## src/logic/ptc_map.svh

```systemverilog
// Purpose: offsets, field positions, reset values and counts of the timer
// Assumes: 32-bit APB, one aligned word per register
// Notes: included by bare name
// Overview of operation
// - paired mode: run bit starts/stops 32-bit pair
// - single mode: run bit starts/stops 16-bit counter
// - idle-halt set stops counting in Idle mode
// - bits 14, 12..7, 2, 0 read zero, ignore writes
// - external source ignores gate bit, never gated
// - internal source: gate bit enables gated accumulation
// - prescale 00/01/10/11 gives 1, 8, 64, 256
// - pair bit joins low and high counters
// - source bit: external pin set, Fosc/2 clear
`ifndef PTC_MAP_SVH
`define PTC_MAP_SVH

// ****************************************
// register byte offsets
// ****************************************
`define PTC_OFS_CTRL 12'h000
`define PTC_OFS_LOW 12'h004
`define PTC_OFS_HIGH 12'h008
`define PTC_OFS_STATUS 12'h00c

// ****************************************
// control word field positions
// ****************************************
`define PTC_BIT_RUN 15
`define PTC_BIT_IDLE_HALT 13
`define PTC_BIT_GATE 6
`define PTC_BIT_PS_HI 5
`define PTC_BIT_PS_LO 4
`define PTC_BIT_PAIR 3
`define PTC_BIT_SRC 1
`define PTC_CTRL_MASK 16'ha07a
`define PTC_CTRL_RESET 16'h0000

// ****************************************
// status word field positions
// ****************************************
`define PTC_BIT_ST_ACTIVE 0
`define PTC_BIT_ST_IDLE 1
`define PTC_BIT_ST_GATE 2

// ****************************************
// prescaler terminal counts (ratio minus one)
// ****************************************
`define PTC_PS_LIM_1 8'h00
`define PTC_PS_LIM_8 8'h07
`define PTC_PS_LIM_64 8'h3f
`define PTC_PS_LIM_256 8'hff

`endif

```

## src/logic/ptc_pkg.sv

```systemverilog
// Purpose: types shared by the pairable timer control files
// Assumes: APB4 style slave with byte strobes
// Notes: constants live in ptc_map.svh
package ptc_pkg;

    typedef struct packed {
        logic psel;
        logic penable;
        logic pwrite;
        logic [11:0] paddr;
        logic [31:0] pwdata;
        logic [3:0] pstrb;
    } ptc_apb_req_t;

    typedef struct packed {
        logic pready;
        logic [31:0] prdata;
        logic pslverr;
    } ptc_apb_rsp_t;

    typedef struct packed {
        logic run_bit;
        logic idle_halt;
        logic gate_accumulate;
        logic [1:0] prescale_select;
        logic pair_join;
        logic clock_source_select;
    } ptc_ctrl_t;

    typedef struct packed {
        logic ff1;
        logic ff2;
        logic ff3;
        logic level;
        logic rise;
    } ptc_sync_st_t;

endpackage

```

## src/logic/ptc_pin_sync.sv

```systemverilog
// Purpose: three-flop synchroniser with agreement filter and rise pulse
// Assumes: pin is asynchronous to pclk
// Notes: level moves only when the second and third flops agree
`timescale 1ns/1ps
module ptc_pin_sync (
    input wire logic pclk,
    input wire logic presetn,
    input wire logic pin,
    output logic level,
    output logic rise
);
    import ptc_pkg::*;

    ptc_sync_st_t s_r;
    ptc_sync_st_t s_nxt;

    always_comb begin
        s_nxt = s_r;
        s_nxt.ff1 = pin;
        s_nxt.ff2 = s_r.ff1;
        s_nxt.ff3 = s_r.ff2;
        s_nxt.rise = 1'b0;
        // ff1 feeds only ff2; the filter looks at ff2 and ff3
        if (s_r.ff2 == s_r.ff3) begin
            s_nxt.level = s_r.ff3;
            s_nxt.rise = s_r.ff3 & ~s_r.level;
        end
    end

    always_ff @(posedge pclk or negedge presetn) begin
        if (!presetn) begin
            s_r <= '0;
        end else begin
            s_r <= s_nxt;
        end
    end

    assign level = s_r.level;
    assign rise = s_r.rise;
endmodule

```

## src/logic/ptc_top.sv

```systemverilog
// Purpose: control of a timer that runs as 16-bit or as a 32-bit pair
// Assumes: idle_mode comes from the core on pclk; pins are asynchronous
// Notes: APB slave, one wait state on every access
`timescale 1ns/1ps
`include "ptc_map.svh"
module ptc_top (
    input wire logic pclk,
    input wire logic presetn,
    input ptc_pkg::ptc_apb_req_t apb_req,
    output ptc_pkg::ptc_apb_rsp_t apb_rsp,
    input wire logic idle_mode,
    input wire logic external_count_input,
    input wire logic gate_input,
    output logic [15:0] low_counter,
    output logic [15:0] high_counter,
    output logic count_active
);
    import ptc_pkg::*;

    typedef struct packed {
        ptc_ctrl_t ctrl;
        logic [15:0] low;
        logic [15:0] high;
        logic [7:0] presc;
        logic half;
        logic active;
        ptc_apb_rsp_t rsp;
    } ptc_state_t;

    ptc_state_t s_r;
    ptc_state_t s_nxt;
    logic ext_level;
    logic ext_rise;
    logic gate_level;

    // ****************************************
    // pin synchronisers
    // ****************************************
    ptc_pin_sync u_ext_sync (
        .pclk(pclk),
        .presetn(presetn),
        .pin(external_count_input),
        .level(ext_level),
        .rise(ext_rise)
    );

    ptc_pin_sync u_gate_sync (
        .pclk(pclk),
        .presetn(presetn),
        .pin(gate_input),
        .level(gate_level),
        .rise()
    );

    // ****************************************
    // helpers
    // ****************************************
    function automatic logic [7:0] ps_limit(input logic [1:0] sel);
        logic [7:0] lim;
        lim = `PTC_PS_LIM_1;
        case (sel)
            2'h0: lim = `PTC_PS_LIM_1;
            2'h1: lim = `PTC_PS_LIM_8;
            2'h2: lim = `PTC_PS_LIM_64;
            2'h3: lim = `PTC_PS_LIM_256;
            default: lim = `PTC_PS_LIM_1;
        endcase
        return lim;
    endfunction

    function automatic logic [15:0] ctrl_word(input ptc_ctrl_t c);
        logic [15:0] w;
        w = 16'h0000;
        w[`PTC_BIT_RUN] = c.run_bit;
        w[`PTC_BIT_IDLE_HALT] = c.idle_halt;
        w[`PTC_BIT_GATE] = c.gate_accumulate;
        w[`PTC_BIT_PS_HI:`PTC_BIT_PS_LO] = c.prescale_select;
        w[`PTC_BIT_PAIR] = c.pair_join;
        w[`PTC_BIT_SRC] = c.clock_source_select;
        return w;
    endfunction

    function automatic ptc_ctrl_t word_ctrl(input logic [15:0] w);
        ptc_ctrl_t c;
        c.run_bit = w[`PTC_BIT_RUN];
        c.idle_halt = w[`PTC_BIT_IDLE_HALT];
        c.gate_accumulate = w[`PTC_BIT_GATE];
        c.prescale_select = w[`PTC_BIT_PS_HI:`PTC_BIT_PS_LO];
        c.pair_join = w[`PTC_BIT_PAIR];
        c.clock_source_select = w[`PTC_BIT_SRC];
        return c;
    endfunction

    // byte-lane merge of write data over an old 16-bit value
    function automatic logic [15:0] merge16(
        input logic [15:0] old,
        input logic [15:0] wd,
        input logic [1:0] strb
    );
        logic [15:0] m;
        m = old;
        if (strb[0]) begin
            m[7:0] = wd[7:0];
        end
        if (strb[1]) begin
            m[15:8] = wd[15:8];
        end
        return m;
    endfunction

    // ****************************************
    // next state
    // ****************************************
    always_comb begin
        logic run_ok;
        logic src_tick;
        logic gated;
        logic tick_en;
        logic inc;
        logic access;
        logic [31:0] pair_sum;
        logic [15:0] wd;
        logic [15:0] cw;
        s_nxt = s_r;
        run_ok = 1'b0;
        src_tick = 1'b0;
        gated = 1'b0;
        tick_en = 1'b0;
        inc = 1'b0;
        pair_sum = 32'h0;
        wd = apb_req.pwdata[15:0];
        cw = 16'h0000;
        access = apb_req.psel & apb_req.penable & ~s_r.rsp.pready;
        s_nxt.rsp.pready = 1'b0;
        s_nxt.rsp.pslverr = 1'b0;

        // run bit starts or stops in either mode; idle may hold it
        run_ok = s_r.ctrl.run_bit &
            ~(s_r.ctrl.idle_halt & idle_mode);
        s_nxt.active = run_ok;

        // internal source runs at half the pclk rate
        s_nxt.half = run_ok ? ~s_r.half : 1'b0;
        src_tick = s_r.ctrl.clock_source_select ?
            ext_rise : s_r.half;

        // gating only applies to the internal source
        gated = ~s_r.ctrl.clock_source_select &
            s_r.ctrl.gate_accumulate;
        tick_en = run_ok & src_tick & (~gated | gate_level);

        if (!run_ok) begin
            s_nxt.presc = 8'h00;
        end else if (tick_en) begin
            if (s_r.presc >= ps_limit(s_r.ctrl.prescale_select)) begin
                s_nxt.presc = 8'h00;
                inc = 1'b1;
            end else begin
                s_nxt.presc = s_r.presc + 8'h01;
            end
        end

        if (inc) begin
            if (s_r.ctrl.pair_join) begin
                pair_sum = {s_r.high, s_r.low} + 32'h1;
                s_nxt.high = pair_sum[31:16];
                s_nxt.low = pair_sum[15:0];
            end else begin
                s_nxt.low = s_r.low + 16'h0001;
            end
        end

        // software writes override a same-cycle count
        if (access) begin
            s_nxt.rsp.pready = 1'b1;
            s_nxt.rsp.prdata = 32'h0;
            case (apb_req.paddr)
                `PTC_OFS_CTRL: begin
                    cw = ctrl_word(s_r.ctrl);
                    if (apb_req.pwrite) begin
                        cw = merge16(cw, wd, apb_req.pstrb[1:0]);
                        s_nxt.ctrl = word_ctrl(cw & `PTC_CTRL_MASK);
                    end else begin
                        s_nxt.rsp.prdata = {16'h0000, cw};
                    end
                end
                `PTC_OFS_LOW: begin
                    if (apb_req.pwrite) begin
                        s_nxt.low = merge16(s_r.low, wd, apb_req.pstrb[1:0]);
                    end else begin
                        s_nxt.rsp.prdata = {16'h0000, s_r.low};
                    end
                end
                `PTC_OFS_HIGH: begin
                    if (apb_req.pwrite) begin
                        s_nxt.high = merge16(s_r.high, wd, apb_req.pstrb[1:0]);
                    end else begin
                        s_nxt.rsp.prdata = {16'h0000, s_r.high};
                    end
                end
                `PTC_OFS_STATUS: begin
                    // read only; writes are dropped silently
                    if (!apb_req.pwrite) begin
                        s_nxt.rsp.prdata[`PTC_BIT_ST_ACTIVE] = s_r.active;
                        s_nxt.rsp.prdata[`PTC_BIT_ST_IDLE] = idle_mode;
                        s_nxt.rsp.prdata[`PTC_BIT_ST_GATE] = gate_level;
                    end
                end
                default: begin
                    s_nxt.rsp.pslverr = 1'b1;
                end
            endcase
        end
    end

    // ****************************************
    // state register
    // ****************************************
    always_ff @(posedge pclk or negedge presetn) begin
        if (!presetn) begin
            s_r <= '0;
        end else begin
            s_r <= s_nxt;
        end
    end

    assign apb_rsp = s_r.rsp;
    assign low_counter = s_r.low;
    assign high_counter = s_r.high;
    assign count_active = s_r.active;
endmodule

```

## config.mk

```make
export PLATFORM = sky130hd
export DESIGN_NAME = ptc_top
export DESIGN_NICKNAME = d
export VERILOG_FILES = /design/src/logic/ptc_pkg.sv /design/src/logic/ptc_pin_sync.sv /design/src/logic/ptc_top.sv
export VERILOG_INCLUDE_DIRS = /design/src /design/src/logic
export SDC_FILE = /design/constraint.sdc
export NUM_CORES = 1
export LEC_CHECK = 0
export BUFFER_PORTS_ARGS = -buffer_cell sky130_fd_sc_hd__buf_2
export CAP_MARGIN = 25
export CORE_UTILIZATION = 45
export CTS_BUF_LIST = sky130_fd_sc_hd__clkbuf_8
export DETAILED_ROUTE_END_ITERATION = 8
export GPL_TIMING_DRIVEN = 1
export PLACE_DENSITY = 0.72
export SKIP_LAST_GASP = 1
export SLEW_MARGIN = 20
export SYNTH_ARGS = -nofsm -noshare
export SYNTH_HDL_FRONTEND = slang
export SYNTH_SLANG_ARGS = --single-unit
```

## constraint.sdc

```tcl
create_clock -name pclk -period 2.3 [get_ports pclk]
set_input_delay 0.345 -clock pclk [delete_from_list [all_inputs] [get_ports pclk]]
set_output_delay 0.345 -clock pclk [all_outputs]
set_load 0.02 [all_outputs]
```

Word-level counts from Yosys, hierarchy flattened
Index checks and enable logic that the tools add are counted.
- reductions and logical operators: 5
- equality and inequality tests: 13
- div/mod/pow operators: 0
- add/subtract/negate cells: 3
- order comparisons: 1
- $mul: 0
- bitwise logic cells: 15
- shift-type cells: 0
- multiplexer cells: 30
- operator list (cell ; count):
    16-bit two-way mux ; 9
    29-bit one-hot mux with 3 select lines ; 1
    32-bit two-way mux ; 2
    8-bit two-way mux ; 7
    34-bit two-way mux ; 1
    32-bit by 1-bit adder with 32-bit output (second input constant) ; 1
    8-bit one-hot mux with 4 select lines ; 1
    12-bit by 4-bit == test with 1-bit output (second input constant) ; 2
    16-bit by 1-bit adder with 16-bit output (second input constant) ; 1
    4-bit inequality test (second input constant) ; 4
    12-bit by 3-bit == test with 1-bit output (second input constant) ; 1
    12-bit zero test ; 1
    3-bit one-hot mux with 4 select lines ; 1
    8-bit by 1-bit adder with 8-bit output (second input constant) ; 1
    1-bit AND ; 8
    8-bit >= comparator ; 1
    4-bit AND reduction ; 2
    1-bit two-way mux ; 7
    1-bit NOT ; 6
    2-bit == test (second input constant) ; 2
    4-bit OR reduction ; 1
    3-bit two-way mux ; 1
    1-bit == test ; 2
    2-bit by 1-bit == test with 1-bit output (second input constant) ; 1
    other kinds (3) ; 3
- memory bits (writable): 0
- memories: 0
- input bits: 56
- output and inout bits: 67
- latch bits: 0
- bits in read-only memories: 0
- register bits after elaboration: 92

Logic depth before layout (Yosys ltp)
- depth in word-level cells: 15
- mapped depth: 9

By module
From an unflattened synthesis, not the netlist that was laid out.
- cells, all modules: 526
- area, all modules: 4854.7 sq um
- by module, submodules not included (module ; sequential area each (sq um) ; cells each ; instances ; area an instance (sq um)):
    ptc_top ; 1676.6 ; 512 ; 1 ; 4561.9
    ptc_pin_sync ; 125.1 ; 7 ; 2 ; 146.4

Worst setup path after synthesis
No wires, ideal clock.
- path kind: reg2reg
- start point: register s_r[79] in the netlist's numbering
- end point: register s_r (netlist bit high_counter[12])
- period minus slack after synthesis: 2.442 ns
- setup time: 0.129 ns
- cell stages (with the launch flop): 10
- required time: 2.171 ns
- setup slack: -0.142 ns
- path buffers: 1
- arrival time: 2.312 ns
- cells stage by stage: dfrtp_1 > nand2_1 > ha_1 > and4_1 > o211ai_1 > o211ai_1 > clkbuf_1 > nand4_1 > o32ai_1 > a21oi_1
- longest elaborated chain between the ends: 12
- elaborated cells between the ends (all ways): 15
- RTL lines (what ; line ; source):
    from (decl) ; ptc_top.sv:30 ; ptc_state_t s_r;
    from (signal assigned) ; ptc_top.sv:223 ; s_r <= s_nxt;
    2-bit == test (tied with other cells) ; ptc_top.sv:61 ; case (sel)
    8-bit one-hot mux with 4 select lines * ; ptc_top.sv:61 ;
    8-bit two-way mux * ; ptc_top.sv:154 ; end else if (tick_en) begin
    8-bit two-way mux * ; ptc_top.sv:152 ; if (!run_ok) begin
    8-bit >= comparator * ; ptc_top.sv:155 ; if (s_r.presc >= ps_limit(s_r.ctrl.prescale_select)) begin
    1-bit two-way mux * ; ptc_top.sv:155 ;
    1-bit two-way mux * ; ptc_top.sv:154 ;
    1-bit two-way mux * ; ptc_top.sv:152 ;
    32-bit two-way mux * ; ptc_top.sv:163 ; if (inc) begin
    16-bit two-way mux ; ptc_top.sv:195 ; if (apb_req.pwrite) begin
    16-bit two-way mux ; ptc_top.sv:177 ; case (apb_req.paddr)
    32-bit two-way mux * ; ptc_top.sv:174 ; if (access) begin
Every way passes the cells marked *; elsewhere a longest branch is shown, timed or not. The select of a mux whose other input is x is not followed.
A chain may end at the register's enable or synchronous reset.

Worst setup path after layout
- start point: register s_r[79] in the netlist's numbering
- end point: register s_r (netlist bit high_counter[1])
Same word-level chain as after synthesis.

==> out/qor.yml <==
status:
  outcome: "finished, violations left"
  violations: "hold timing, setup timing"
timing:
  setup_slack_ns: -0.206
  fin_skew_ns: 0.0124
  timing.setup.tns_ns: -3.41
  slew_violations: 0
  rsz0062_at_grt: "yes"
  hold_viol: 7
  finalCritPeriodShare_pct: 109
  final-setup-viol-count: 28
  max_freq_ghz: 0.399
  finalCriticalPeriod_ns: 2.51
  hold_ws_ns: -0.0146
synthesis:
  ys.flop_type: "dfrtp_1"
  synth.ff_latch_count: 76
  yosysWarnings: 0
  synth_edf_count: 0
  yosysTopAreaCellShare_pct: 39.4
  synth_area_leader_cell: "dfrtp_1"
  syn_inst: 529
  ys_types: 69
  yosysSeqAreaShare_pct: 39.4
  syn_avg_cell_area_um2: 9.13
  async_reset_ff_share_pct: 100
  synth.area.top_cells: "dfrtp_1 39%, buf_4 10%, nand2_1 3.8%"
  synth_area_um2: 4830
setup_path:
  worst-path-max-fanout: 5
  criticalPathCategory: "register to register"
  start_kind: "register"
  critPathCaptureType: "register"
  reg2reg_slack_ns: -0.21
  critPathArrivalTime_ns: 2.75
  crit_required_ns: 2.55
floorplan:
  die_h_um: 106
  die_w_um: 106
  num_io_pins: 123
  num_rows: 37
  start_util_pct: 46.6
  core_um2: 10400
  die_area_um2: 11200
grt:
  grt_overflow_total: 0
  track_usage_pct: 27.0
  antenna_found_initial: 0
  grt_pass1_vias: 4581
  grt_max_degree: 77
  grt_pass1_wl_um: 23300
cells_and_area:
  final_cells: 784
  syn_to_final_growth_pct: 28.1
  final_cell_mix: "87 x buf_2, 77 x buf_4, 74 x dfrtp_1"
  final_common_cell: "buf_2"
  nets: 707
  drive_gt1_share_pct: 39.5
  antennaDiodeCount: 0
  fin_util_pct: 59.7
route:
  drt-initial-drc-count: 417
  antenna_left: 0
  drc: 0
  viasPerCell: 5.98
  wl_per_cell_um: 18.9
  drtPass1Iterations: 5
  wl_um: 14800
  vias: 4692
power_and_ir_drop:
  power.density_nw_per_um2: 409
  peakVddDrop_uv: 259
  p_leak_uw: 0.00285
place:
  io_buffers: 88
  gp_congestion: 0.928
  dp_slack_ns: -0.227
  dp_cells: 759
  place_hpwl_um: 10700
min_path:
  min_path_type: "primary input to asynchronous set/reset pin"
job:
  maxCapViolCount: 0
clock_network:
  cts_max_path_buffers: 2
  cts_tree: "built"
  clkSlewWorstSetupHoldPaths_ns: 0.08
  cts.sinks: 76
  cts_buffers: 9
  insertion_delay_ns: 0.36
  clock-root-buffer: "clkbuf_8"
  htreeDepth: 3
==> routing by layer <==
layer,share of wire (%),vias up,global-route usage (%)
met2,48,285,43.9
met5,0,-,0
li1,-,2103,-
met3,8.9,50,5.19
met4,3.5,0,13.8
met1,40,2254,34.2
==> where the power goes <==
part,switching (µW),internal [µW],total (µW)
Sequential,7.81,1350,1360
Combinational,129,60.1,190
Clock,555,429,984
==> synth_stat cells (10+ instances only) <==
library cell and instances:
a211oi_1 10, a21oi_1 27, a22oi_1 10, and3_1 10, buf_4 66, clkbuf_1 15
dfrtp_1 76, mux2i_1 10, nand2_1 49, nand3_1 29, nand4_1 14, nor2_1 36
nor3_1 10, o21ai_1 11
==> cell families after synthesis <==
group | count (synthesis) | synth area share (%)
buffers and inverters | 96 | 13.0
AOI/OAI and AO/OA | 116 | 17.0
adders and majority gates | 10 | 2.49
other | 1 | 0.0776
xor gates and xnor gates | 4 | 0.726
muxes | 19 | 4.40
and+or+nand+nor | 207 | 23.0
DFF | 76 | 39.4
==> sequential cells by signal, indices dropped and copies added, names as in the netlist <==
name and flops:
apb_rsp 18, high_counter 16, u_gate_sync.s_nxt 2, s_r 16, u_ext_sync.s_nxt 2, low_counter 16
u_ext_sync.s_r 1, u_ext_sync.level 1, count_active 1, u_ext_sync.rise 1, u_gate_sync.level 1, u_gate_sync.s_r 1
==> worst max-delay path, cell delays in order (launching register included) <==
cell      delay, ns
dfrtp_2        0.44
nand2_4        0.09
ha_4           0.27
and4_4         0.23
o211ai_1       0.11
o211a_1        0.30
buf_6          0.15
or3_4          0.39
o32a_1         0.30
o21a_1         0.11
==> layout make-up <==
cell class / count / area, µm²
fillers: 883 / 4180
multi-input cells: 372 / 2740
flip-flops and latches: 76 / 1900
repair buffers: 175 / 1150
well taps: 136 / 170
clock buffers: 10 / 138
clock inverters: 6 / 47.5
inverters: 9 / 33.8
==> worst paths after layout <==
check	cells after the start	to	from
max	9	high_counter[1]	s_r[79]
max in group asynchronous	2	s_r[78]	presetn
max reg2reg	9	high_counter[1]	s_r[79]
min reg2reg	0	u_ext_sync.s_nxt[2]	u_ext_sync.s_nxt[3]
min in group pclk	1	u_gate_sync.s_nxt[3]	gate_input
min	2	apb_rsp[1]	presetn
==> stage by stage <==
step           total power, µW  instance area, µm²
2_1_floorplan             1480                4900
3_3_place_gp              1560                5510
3_5_place_dp              1570                5510
4_1_cts                   2540                5950
5_1_grt                   2620                6190
6_report                  2530                6190
==> repair_timing <==
item | 4_1_cts | 5_1_grt
endpoints found under the hold margin | 0 | 0
pin swaps | 24 | 36
buffers inserted | 5 | 9
gates resized for setup | 40 | 35
setup endpoints to repair | 36 | 39
hold buffers | 0 | 0
Power figures use the tool's default switching activity.
